==> config.mk <==
export PLATFORM = sky130hd
export DESIGN_NAME = xic_ext_irq_ctrl
export DESIGN_NICKNAME = d
export VERILOG_FILES = /design/src/verilog/xic_pkg.sv /design/src/verilog/xic_line_if.sv /design/src/verilog/xic_ext_irq_ctrl.sv /design/src/verilog/xic_line_det.sv /design/src/verilog/xic_sync2.sv
export SDC_FILE = /design/constraint.sdc
export NUM_CORES = 1
export LEC_CHECK = 0
export BUFFER_PORTS_ARGS = -buffer_cell sky130_fd_sc_hd__buf_2
export CORE_ASPECT_RATIO = 1.5
export CORE_UTILIZATION = 55
export CTS_BUF_LIST = sky130_fd_sc_hd__clkbuf_4 sky130_fd_sc_hd__clkbuf_8
export CTS_CLUSTER_SIZE = 8
export DETAILED_ROUTE_END_ITERATION = 8
export GPL_ROUTABILITY_DRIVEN = 0
export PLACE_DENSITY = 0.8
export SLEW_MARGIN = 0
export SYNTH_ARGS = -nofsm -noshare
export SYNTH_HDL_FRONTEND = slang
export SYNTH_HIERARCHICAL = 1
export SYNTH_SLANG_ARGS = --single-unit
==> constraint.sdc <==
create_clock -name clk -period 3.5 [get_ports clk]
set_clock_uncertainty 0.2 [all_clocks]
set_input_delay 0.35 -clock clk [delete_from_list [all_inputs] [get_ports clk]]
set_output_delay 0.35 -clock clk [all_outputs]
set_load 0.03 [all_outputs]
==> src/verilog/xic_pkg.sv <==
// Shared constants for the external interrupt controller.
// Assumes a SystemVerilog compiler; holds definitions only.
`default_nettype none
package xic_pkg;
    // Line count: the non-maskable line plus thirty ordinary lines
    localparam int         NUM_LINES   = 31;
    // Bit position of the non-maskable line in every per-line vector
    localparam int         NMI_BIT     = 0;
    // Pin synchroniser depth, in detection-clock cycles
    localparam int         SYNC_STAGES = 2;
    // Reset value of every per-line control and status bit
    localparam logic [0:0] LINE_RST    = 1'h0;
endpackage
`default_nettype wire

==> src/verilog/xic_line_if.sv <==
// Per-line trigger configuration and trigger results between the
// controller core and the line detector. Assumes one clock domain.
`timescale 1ns/1ps
`default_nettype none
interface xic_line_if #(
    parameter int N = xic_pkg::NUM_LINES
) ();
    logic [N-1:0] mode_lvl;
    logic [N-1:0] edge_rise;
    logic [N-1:0] level_high;
    logic [N-1:0] filt_on;
    logic [N-1:0] async_on;
    logic [N-1:0] trig;

    modport ctl (output mode_lvl, output edge_rise, output level_high,
                 output filt_on, output async_on, input trig);
    modport det (input mode_lvl, input edge_rise, input level_high,
                 input filt_on, input async_on, output trig);
endinterface
`default_nettype wire

==> src/verilog/xic_ext_irq_ctrl.sv <==
// External interrupt controller core: per-line control registers,
// pending state and request outputs toward the CPU side.
// Assumes clk is the detection clock and all strobes are synchronous.
`timescale 1ns/1ps
`default_nettype none
module xic_ext_irq_ctrl #(
    parameter int N = xic_pkg::NUM_LINES
) (
    input  wire logic         clk,
    input  wire logic         rst_n,
    input  wire logic [N-1:0] ext_irq_pin,
    input  wire logic [N-1:0] wr_data,
    input  wire logic         mask_set_stb,
    input  wire logic         mask_clr_stb,
    input  wire logic         pend_clr_stb,
    input  wire logic         line_en_stb,
    input  wire logic         line_dis_stb,
    input  wire logic         mode_wr_stb,
    input  wire logic         edge_wr_stb,
    input  wire logic         level_wr_stb,
    input  wire logic         filter_wr_stb,
    input  wire logic         async_wr_stb,
    output var  logic [N-1:0] mask_state,
    output var  logic [N-1:0] pending_state,
    output var  logic [N-1:0] line_enabled,
    output var  logic [N-1:0] mode_state,
    output var  logic [N-1:0] edge_state,
    output var  logic [N-1:0] level_state,
    output var  logic [N-1:0] filter_state,
    output var  logic [N-1:0] async_state,
    output var  logic [N-1:1] irq_req,
    output var  logic         nmi_req,
    output var  logic         wake_request
);
    // ------------------------------------------------------------
    // Helpers
    // ------------------------------------------------------------
    function automatic logic [N-1:0] gate(input logic         stb,
                                          input logic [N-1:0] data);
        return stb ? data : {N{xic_pkg::LINE_RST}};
    endfunction

    function automatic logic [N-1:0] set_clr(input logic [N-1:0] cur,
                                             input logic [N-1:0] set,
                                             input logic [N-1:0] clr);
        return (cur | set) & ~clr;
    endfunction

    function automatic logic [N-1:0] load(input logic [N-1:0] cur,
                                          input logic         stb,
                                          input logic [N-1:0] data);
        return stb ? data : cur;
    endfunction

    // ------------------------------------------------------------
    // State
    // ------------------------------------------------------------
    logic [N-1:0] mask_reg;
    logic [N-1:0] pend_reg;
    logic [N-1:0] en_reg;
    logic [N-1:0] mode_reg;
    logic [N-1:0] edge_reg;
    logic [N-1:0] level_reg;
    logic [N-1:0] filt_reg;
    logic [N-1:0] async_reg;
    logic [N-1:1] irq_reg;
    logic         nmi_reg;
    logic         wake_reg;
    logic [N-1:0] pin_sync;

    xic_line_if #(.N(N)) lif ();

    // ------------------------------------------------------------
    // Decode of write strobes
    // ------------------------------------------------------------
    wire [N-1:0] mset_bits = gate(mask_set_stb, wr_data);
    wire [N-1:0] mclr_bits = gate(mask_clr_stb, wr_data);
    wire [N-1:0] pclr_bits = gate(pend_clr_stb, wr_data);
    wire [N-1:0] eset_bits = gate(line_en_stb,  wr_data);
    wire [N-1:0] eclr_bits = gate(line_dis_stb, wr_data);

    wire [N-1:0] mask_next = set_clr(mask_reg, mset_bits, mclr_bits);
    wire [N-1:0] en_next   = set_clr(en_reg, eset_bits, eclr_bits);
    wire [N-1:0] hit_bits  = lif.trig & en_reg;

    // New triggers win over a pending clear in the same cycle;
    // a disabled line is forced to zero.
    wire [N-1:0] pend_next = ((pend_reg & ~pclr_bits) | hit_bits)
                           & en_next;

    // An asynchronous hit raises wake together with its pending bit,
    // one cycle ahead of the wake that a synchronous line gives.
    wire         wake_next = (|pend_reg)
                           | (|(hit_bits & async_reg));

    // ------------------------------------------------------------
    // Detection path
    // ------------------------------------------------------------
    assign lif.mode_lvl   = mode_reg;
    assign lif.edge_rise  = edge_reg;
    assign lif.level_high = level_reg;
    assign lif.filt_on    = filt_reg;
    assign lif.async_on   = async_reg;

    // Runs on clk only; no halt input exists, so debug has no effect.
    xic_sync2 #(.N(N)) u_sync (
        .clk      (clk),
        .rst_n    (rst_n),
        .async_in (ext_irq_pin),
        .sync_out (pin_sync)
    );

    xic_line_det #(.N(N)) u_det (
        .clk     (clk),
        .rst_n   (rst_n),
        .sync_in (pin_sync),
        .cfg     (lif.det)
    );

    // ------------------------------------------------------------
    // Configuration registers
    // ------------------------------------------------------------
    always_ff @(posedge clk) begin
        if (!rst_n) begin
            mode_reg  <= {N{xic_pkg::LINE_RST}};
            edge_reg  <= {N{xic_pkg::LINE_RST}};
            level_reg <= {N{xic_pkg::LINE_RST}};
            filt_reg  <= {N{xic_pkg::LINE_RST}};
            async_reg <= {N{xic_pkg::LINE_RST}};
        end else begin
            mode_reg  <= load(mode_reg,  mode_wr_stb,   wr_data);
            edge_reg  <= load(edge_reg,  edge_wr_stb,   wr_data);
            level_reg <= load(level_reg, level_wr_stb,  wr_data);
            filt_reg  <= load(filt_reg,  filter_wr_stb, wr_data);
            async_reg <= load(async_reg, async_wr_stb,  wr_data);
        end
    end

    // ------------------------------------------------------------
    // Mask, enable and pending state
    // ------------------------------------------------------------
    always_ff @(posedge clk) begin
        if (!rst_n) begin
            mask_reg <= {N{xic_pkg::LINE_RST}};
            en_reg   <= {N{xic_pkg::LINE_RST}};
            pend_reg <= {N{xic_pkg::LINE_RST}};
        end else begin
            mask_reg <= mask_next;
            en_reg   <= en_next;
            pend_reg <= pend_next;
        end
    end

    // ------------------------------------------------------------
    // Requests toward the CPU side
    // ------------------------------------------------------------
    always_ff @(posedge clk) begin
        if (!rst_n) begin
            irq_reg  <= {(N-1){xic_pkg::LINE_RST}};
            nmi_reg  <= xic_pkg::LINE_RST;
            wake_reg <= xic_pkg::LINE_RST;
        end else begin
            irq_reg  <= pend_reg[N-1:1] & mask_reg[N-1:1];
            nmi_reg  <= pend_reg[xic_pkg::NMI_BIT]
                      & mask_reg[xic_pkg::NMI_BIT];
            wake_reg <= wake_next;
        end
    end

    assign mask_state    = mask_reg;
    assign pending_state = pend_reg;
    assign line_enabled  = en_reg;
    assign mode_state    = mode_reg;
    assign edge_state    = edge_reg;
    assign level_state   = level_reg;
    assign filter_state  = filt_reg;
    assign async_state   = async_reg;
    assign irq_req       = irq_reg;
    assign nmi_req       = nmi_reg;
    assign wake_request  = wake_reg;
endmodule // xic_ext_irq_ctrl
`default_nettype wire

==> src/verilog/xic_line_det.sv <==
// Spike filter and edge or level detector for every line.
// Assumes synchronised inputs and static configuration from the core.
`timescale 1ns/1ps
`default_nettype none
module xic_line_det #(
    parameter int N = xic_pkg::NUM_LINES
) (
    input  wire logic         clk,
    input  wire logic         rst_n,
    input  wire logic [N-1:0] sync_in,
    xic_line_if.det           cfg
);
    function automatic logic [N-1:0] maj3(input logic [N-1:0] a,
                                          input logic [N-1:0] b,
                                          input logic [N-1:0] c);
        return (a & b) | (a & c) | (b & c);
    endfunction

    logic [N-1:0] hist1_reg;
    logic [N-1:0] hist2_reg;
    logic [N-1:0] prev_reg;

    wire [N-1:0] use_filt = cfg.filt_on & ~cfg.async_on;
    wire [N-1:0] as_level = cfg.mode_lvl | cfg.async_on;
    wire [N-1:0] lvl_pol  = (cfg.async_on & cfg.edge_rise)
                          | (~cfg.async_on & cfg.level_high);
    wire [N-1:0] voted    = maj3(sync_in, hist1_reg, hist2_reg);
    wire [N-1:0] filt_val = (use_filt & voted) | (~use_filt & sync_in);
    wire [N-1:0] edge_hit = (cfg.edge_rise & filt_val & ~prev_reg)
                          | (~cfg.edge_rise & ~filt_val & prev_reg);
    wire [N-1:0] lvl_hit  = ~(filt_val ^ lvl_pol);

    assign cfg.trig = (as_level & lvl_hit) | (~as_level & edge_hit);

    always_ff @(posedge clk) begin
        if (!rst_n) begin
            hist1_reg <= {N{xic_pkg::LINE_RST}};
            hist2_reg <= {N{xic_pkg::LINE_RST}};
            prev_reg  <= {N{xic_pkg::LINE_RST}};
        end else begin
            hist1_reg <= sync_in;
            hist2_reg <= hist1_reg;
            prev_reg  <= filt_val;
        end
    end
endmodule // xic_line_det
`default_nettype wire

==> src/verilog/xic_sync2.sv <==
// Two-stage pin synchroniser, one per line.
// Assumes pins are asynchronous to clk and may change at any time.
`timescale 1ns/1ps
`default_nettype none
module xic_sync2 #(
    parameter int N = xic_pkg::NUM_LINES
) (
    input  wire logic         clk,
    input  wire logic         rst_n,
    input  wire logic [N-1:0] async_in,
    output var  logic [N-1:0] sync_out
);
    logic [N-1:0] meta_reg;

    always_ff @(posedge clk) begin
        if (!rst_n) begin
            meta_reg <= {N{xic_pkg::LINE_RST}};
            sync_out <= {N{xic_pkg::LINE_RST}};
        end else begin
            meta_reg <= async_in;
            sync_out <= meta_reg;
        end
    end
endmodule // xic_sync2
`default_nettype wire
* Word-level counts from Yosys, hierarchy flattened
Index checks and enable logic that the tools add are counted.
** Storage, ports and cells
- Flip-flop bits (word level) :: 435
- Input bits :: 74
- Output and inout bits :: 280
** Operators by class
- Multiplexer cells :: 5
- Bitwise gates (word level) :: 44
- Reduce and logical (&&, ||, !) cells :: 2
** Operators with widths (count)
- AND 31 bit :: 20
- inverter 31 bit :: 10
- OR 31 bit :: 10
- two-way mux 31 bit :: 5
- OR reduction 31 bit :: 2
- bitwise XOR 31 bit :: 1
- AND 30 bit :: 1
- AND 1 bit :: 1
- OR 1 bit :: 1

* Depth between registers and ports, before layout
- Depth in word-level cells :: 15
- Depth in mapped cells :: 8
- Gate-level depth less buffers :: 8

* Hierarchy
Netlist, hierarchy kept.
** By module, submodules not included
- xic_ext_irq_ctrl :: times used 1, cells each 1046, area each 10082.2 um2
- xic_line_det :: times used 1, cells each 603, area each 5666.7 um2
- xic_sync2 :: times used 1, cells each 130, area each 1736.7 um2

* Least setup slack after synthesis
Ideal clock, no wire load.
- Kind :: register to register
- Start :: register async_reg[1] (netlist: async_state[1])
- End :: register wake_reg (netlist: wake_request)
- Arrival time :: 1791 ps
- Required time :: 3167 ps
- Slack :: 1376 ps
- Stages on the path, launching flop included :: 9
- Buffers on the path :: 0
- Clock period less this slack :: 2124 ps
- Cells stage by stage :: dfxtp_1 -> nor2b_1 -> o211ai_2 -> mux2i_1 -> o311ai_2 -> nand3_1 -> nand4_2 -> nor4_2 -> a31oi_1
** On the way
- Cells in the longest elaborated chain, start to end :: 15
- Elaborated cells on any way between the ends :: 26
- Classes of those cells :: bitwise (25); reduce/logical (1)
** Ends and longest elaborated chain
- from (decl) :: RTL line xic_ext_irq_ctrl.sv:65 : logic [N-1:0] async_reg;
- from (signal assigned) :: RTL line xic_ext_irq_ctrl.sv:129 : async_reg <= {N{xic_pkg::LINE_RST}};
- from (signal assigned) :: RTL line xic_ext_irq_ctrl.sv:135 : async_reg <= load(async_reg, async_wr_stb, wr_data);
- inverter 31 bit :: RTL line xic_line_det.sv:23, xic_line_det.sv:26
- AND 31 bit :: RTL line xic_line_det.sv:23 : wire [N-1:0] use_filt = cfg.filt_on & ~cfg.async_on;
- inverter 31 bit :: RTL line xic_line_det.sv:28 : wire [N-1:0] filt_val = (use_filt & voted) | (~use_filt & sync_in);
- AND 31 bit :: RTL line xic_line_det.sv:28
- OR 31 bit :: RTL line xic_line_det.sv:28
- inverter 31 bit :: RTL line xic_line_det.sv:30 : | (~cfg.edge_rise & ~filt_val & prev_reg);
- AND 31 bit (2 in series) :: RTL line xic_line_det.sv:30
- OR 31 bit :: RTL line xic_line_det.sv:30
- AND 31 bit :: RTL line xic_line_det.sv:33 : assign cfg.trig = (as_level & lvl_hit) | (~as_level & edge_hit);
- OR 31 bit (*) :: RTL line xic_line_det.sv:33
- net lif.trig[1] :: RTL line xic_line_if.sv:13 : logic [N-1:0] trig;
- AND 31 bit (*) :: RTL line xic_ext_irq_ctrl.sv:84 : wire [N-1:0] hit_bits = lif.trig & en_reg;
- AND 31 bit (*) :: RTL line xic_ext_irq_ctrl.sv:94 : | (|(hit_bits & async_reg));
- OR reduction 31 bit (*) :: RTL line xic_ext_irq_ctrl.sv:94
- OR 1 bit (*) :: RTL line xic_ext_irq_ctrl.sv:94
- to (signal assigned) :: RTL line xic_ext_irq_ctrl.sv:161 : wake_reg <= xic_pkg::LINE_RST;
- to (signal assigned) :: RTL line xic_ext_irq_ctrl.sv:166 : wake_reg <= wake_next;
- to (decl) :: RTL line xic_ext_irq_ctrl.sv:68 : logic wake_reg;
The timed path passes the listed nets; every way through them passes the cells marked *.
A chain may end at the register's enable or synchronous reset.

* Worst setup path after layout
- Start :: register async_reg[16] (netlist: async_state[16])
- End :: register wake_reg (netlist: wake_request)
Same word-level chain as after synthesis.

==> summary.md <==
| Metric | Value |
|---|---|
| Vias | 14800 |
| Most common flop cell mapped by yosys | dfxtp_1 |
| PwrDens | 512 nW/um^2 |
| Slew Limit Fails | 0 |
| Die X | 148 um |
| Synth cell types | 37 |
| Post-DP HPWL | around 34000 um |
| Least-Margin Pin Slew | approximately 1.0 ns |
| Switching power | about 3 mW |
| Num rows | a little under 80 |
| Final nets | about 2200 |
| Seq/Total Area, Yosys | between 40% and 50% |
| CP bufs+invs | 0 |
| Root Driver | clkbuf_8 |
| Critical path endpoint | wake_request$_SDFF_PN0_ |
| Place WS | 0.864 ns |
| Clock Latency Late Sink | 0.61 ns |
| Initial antenna violation count | 1 |
| Via density | around 5.7 |
| DRT Pass-1 Iters | 5 |
| Critical path arrival | around 2.9 ns |
| Async SR Flop Fraction | 0% |
| Post-cts resize count | 0 |
| Final hold violation count | 0 |
| EDFF count, synth | 0 |
| Total track usage | between 30 and 40% |
| Area Growth Syn to Fin | 21.6% |
| CP max-delay cell | a311oi_1 |
| R2r setup slk | 0.86 ns |
| Vias in the first global route | about 14000 |
| Synth top area cells | dfxtp_1 (50%), mux2i_1 (11%), nor2_1 (4.0%), and2_1 (3.3%), nand2_1 (2.7%) |
| RSZ-0062 raised after global routing | false |
| Synth cell count leaders | dfxtp_1 (435), mux2i_1 (186), nor2_1 (186) |
| Sequential power share | 49.5% |
| Syn Inst Count | ~1800 |
| Reg2reg start | async_state[16]$_SDFFE_PN0P_ |
| Setup CP Type | reg -> reg |
| Most instantiated library cell after synthesis | dfxtp_1 |
| Routed WL | ~52000 um |
| Top achievable clock speed | 378 MHz |
| Setup_tns | 0 ns |
| Critical path peak fanout | 7 |
| Max-Cap Viols | 0 |
| Drt initial violations | about 860 |
| H-tree levels | 3 |
| Worst path cell trace | nor2b_1, o211ai_2, mux2i_1, o311ai_2, nand3_1, nand4_1, a311oi_1, a31oi_1 |
| Crit path depth | 8 |
| Period utilization | between 70% and 80% |
| Antenna viol nets, final | 0 |
| Longest Clk Path Bufs | 3 |
| Initial Utilization | a little under three fifths |
| Avg Cell Area, Syn | slightly below 10 sq um |
| Status | finished, final reports clean |
| HP Class | in -> reg |
| Yosys top cell by area | dfxtp_1 |
| Congestion Overflow GR | 0 |
| WP data required | between 3 and 4 ns |
| Die ar. | about 33000 sq um |
| Min Tclk post-route | 2.64 ns |
| Count of final setup violators | 0 |
| Family with the most delay on the worst path | compound AO/OA/AOI/OAI gates |
| PortBufs | 353 |
| PnR Total Power | around 11 mW |
| Die Y | 220 um |
| Crit path capture type | flip-flop |
| CTS tree | built |
| Rel. slew slack | around a third |
| Setup ws final | about 0.86 ns |
| Largest net degree at the start of global routing | 218 |
| CTS Buf Count | 67 |
| Yosys top cell area share | between 40% and 50% |
| CP startpoint kind | flip-flop |
| Maximum vdd drop | roughly 0.00036 V |
| CTS Sinks | 435 |
| Mapped Area | between 15000 and 20000 sq um |
| Wire per inst | around 20 um |
| CP startpoint | async_state[16]$_SDFFE_PN0P_ |
| CP peak stage delay | between 0.5 and 0.6 ns |
| DRC errors left | 0 |
| Gate power share | about an eighth |
| Switching Share | a little over a quarter |
| Reg2reg path depth | 8 |
| Number of synthesized register bits | between 400 and 500 |
| # IOs | 354 |
| Core Area | 31100 sq um |
| Syn. warnings | 6 |
| Clk pwr share | roughly 37% |
| Share of cells above drive strength 1 | a little over a quarter |
| First-pass GRT wire length | approximately 79000 um |
| Internal power | ~8 mW |
| R2r endpoint | wake_request$_SDFF_PN0_ |
| Syn Nets | 1853 |
| Worst-path clk slew | roughly 0.06 ns |
| Pleak | around 9.8 nW |
## worst min-delay path by stage
| stage | from | to | depth (start not counted) |
|---|---|---|---|
| after floorplan | u_sync/meta_reg[29]$_SDFF_PN0_ | u_sync/sync_out[29]$_SDFF_PN0_ | 1 |
| after global placement | u_sync/meta_reg[29]$_SDFF_PN0_ | u_sync/sync_out[29]$_SDFF_PN0_ | 1 |
| after detailed placement | u_sync/meta_reg[29]$_SDFF_PN0_ | u_sync/sync_out[29]$_SDFF_PN0_ | 1 |
| after CTS | rst_n | filter_state[26]$_SDFFE_PN0P_ | 3 |
| after global routing | rst_n | mode_state[26]$_SDFFE_PN0P_ | 3 |
| final | rst_n | mode_state[26]$_SDFFE_PN0P_ | 3 |
## kinds of logic after synthesis
group / Yosys count / share of synthesized area [%]
buffers and inverters: 172 / 4.10
flip-flops: 435 / 49.8
XOR/XNOR: 62 / 3.11
multiplexers: 186 / 10.6
AO/OA/AOI/OAI: 220 / 10.4
AND/OR/NAND/NOR: 704 / 21.9
## per-stage QoR
stage / cells / hold WS (ns) / utilization (%) / cell area, sq um
finish: 2598 / 0.0609 / 68.3 / 21300
floorplan: 1779 / 0.220 / - / 17500
CTS: 2597 / 0.0641 / 68.3 / 21300
global placement: 2439 / 0.223 / 62.4 / 19400
detailed placement: 2439 / 0.226 / 62.4 / 19400
global route: 2598 / 0.0913 / 68.3 / 21300
## tightest hold or removal path, cell delays in order
cell    delay [ns]
buf_6         0.10
inv_6         0.20
nor2_1        0.17
## layer usage
layer  track usage [%]  wire length, um  vias up
met5                 0                0        -
met4              20.4             3040        0
li1                  -                -     6862
met3              6.58             3650      177
met2              53.2            25300      622
met1              35.6            20000     7137
## cell type report
cell class	instances	area, sq um
Inverter	63	241
Sequential cell	435	8710
Clock buffer	95	1190
Antenna cell	1	2.50
Multi-Input combinational cell	1172	8060
Timing Repair Buffer	426	2530
Fill cell	2469	9870
Clock inverter	1	30.0
Tap cell	405	507
## power groups by stage
stage / clock, mW / combinational (mW) / sequential [mW]
3_3_place_gp: 0 / 1.33 / 5.48
5_1_grt: 4.35 / 1.52 / 5.41
6_report: 4.07 / 1.43 / 5.39
4_1_cts: 4.13 / 1.43 / 5.38
2_1_floorplan: 0 / 0.682 / 5.73
3_5_place_dp: 0 / 1.36 / 5.49
## cells in the final DEF, fill, tap and decap left out, drive strengths merged, types with 32 or more instances in the layout
master and n:
dlygate4sd3 62, and2 155, o211ai 32, inv 63, nor3 32, nand2 126
mux2i 186, a21oi 62, clkbuf 95, buf 364, nor3b 63, dfxtp 435
nor2 186
## repair_timing
| item | in CTS | in global routing |
|---|---|---|
| hold buffers | 62 | 0 |
| buffers inserted | 0 | 0 |
| endpoints found under the hold margin | 278 | 0 |
(Power assumes the default switching activity.)
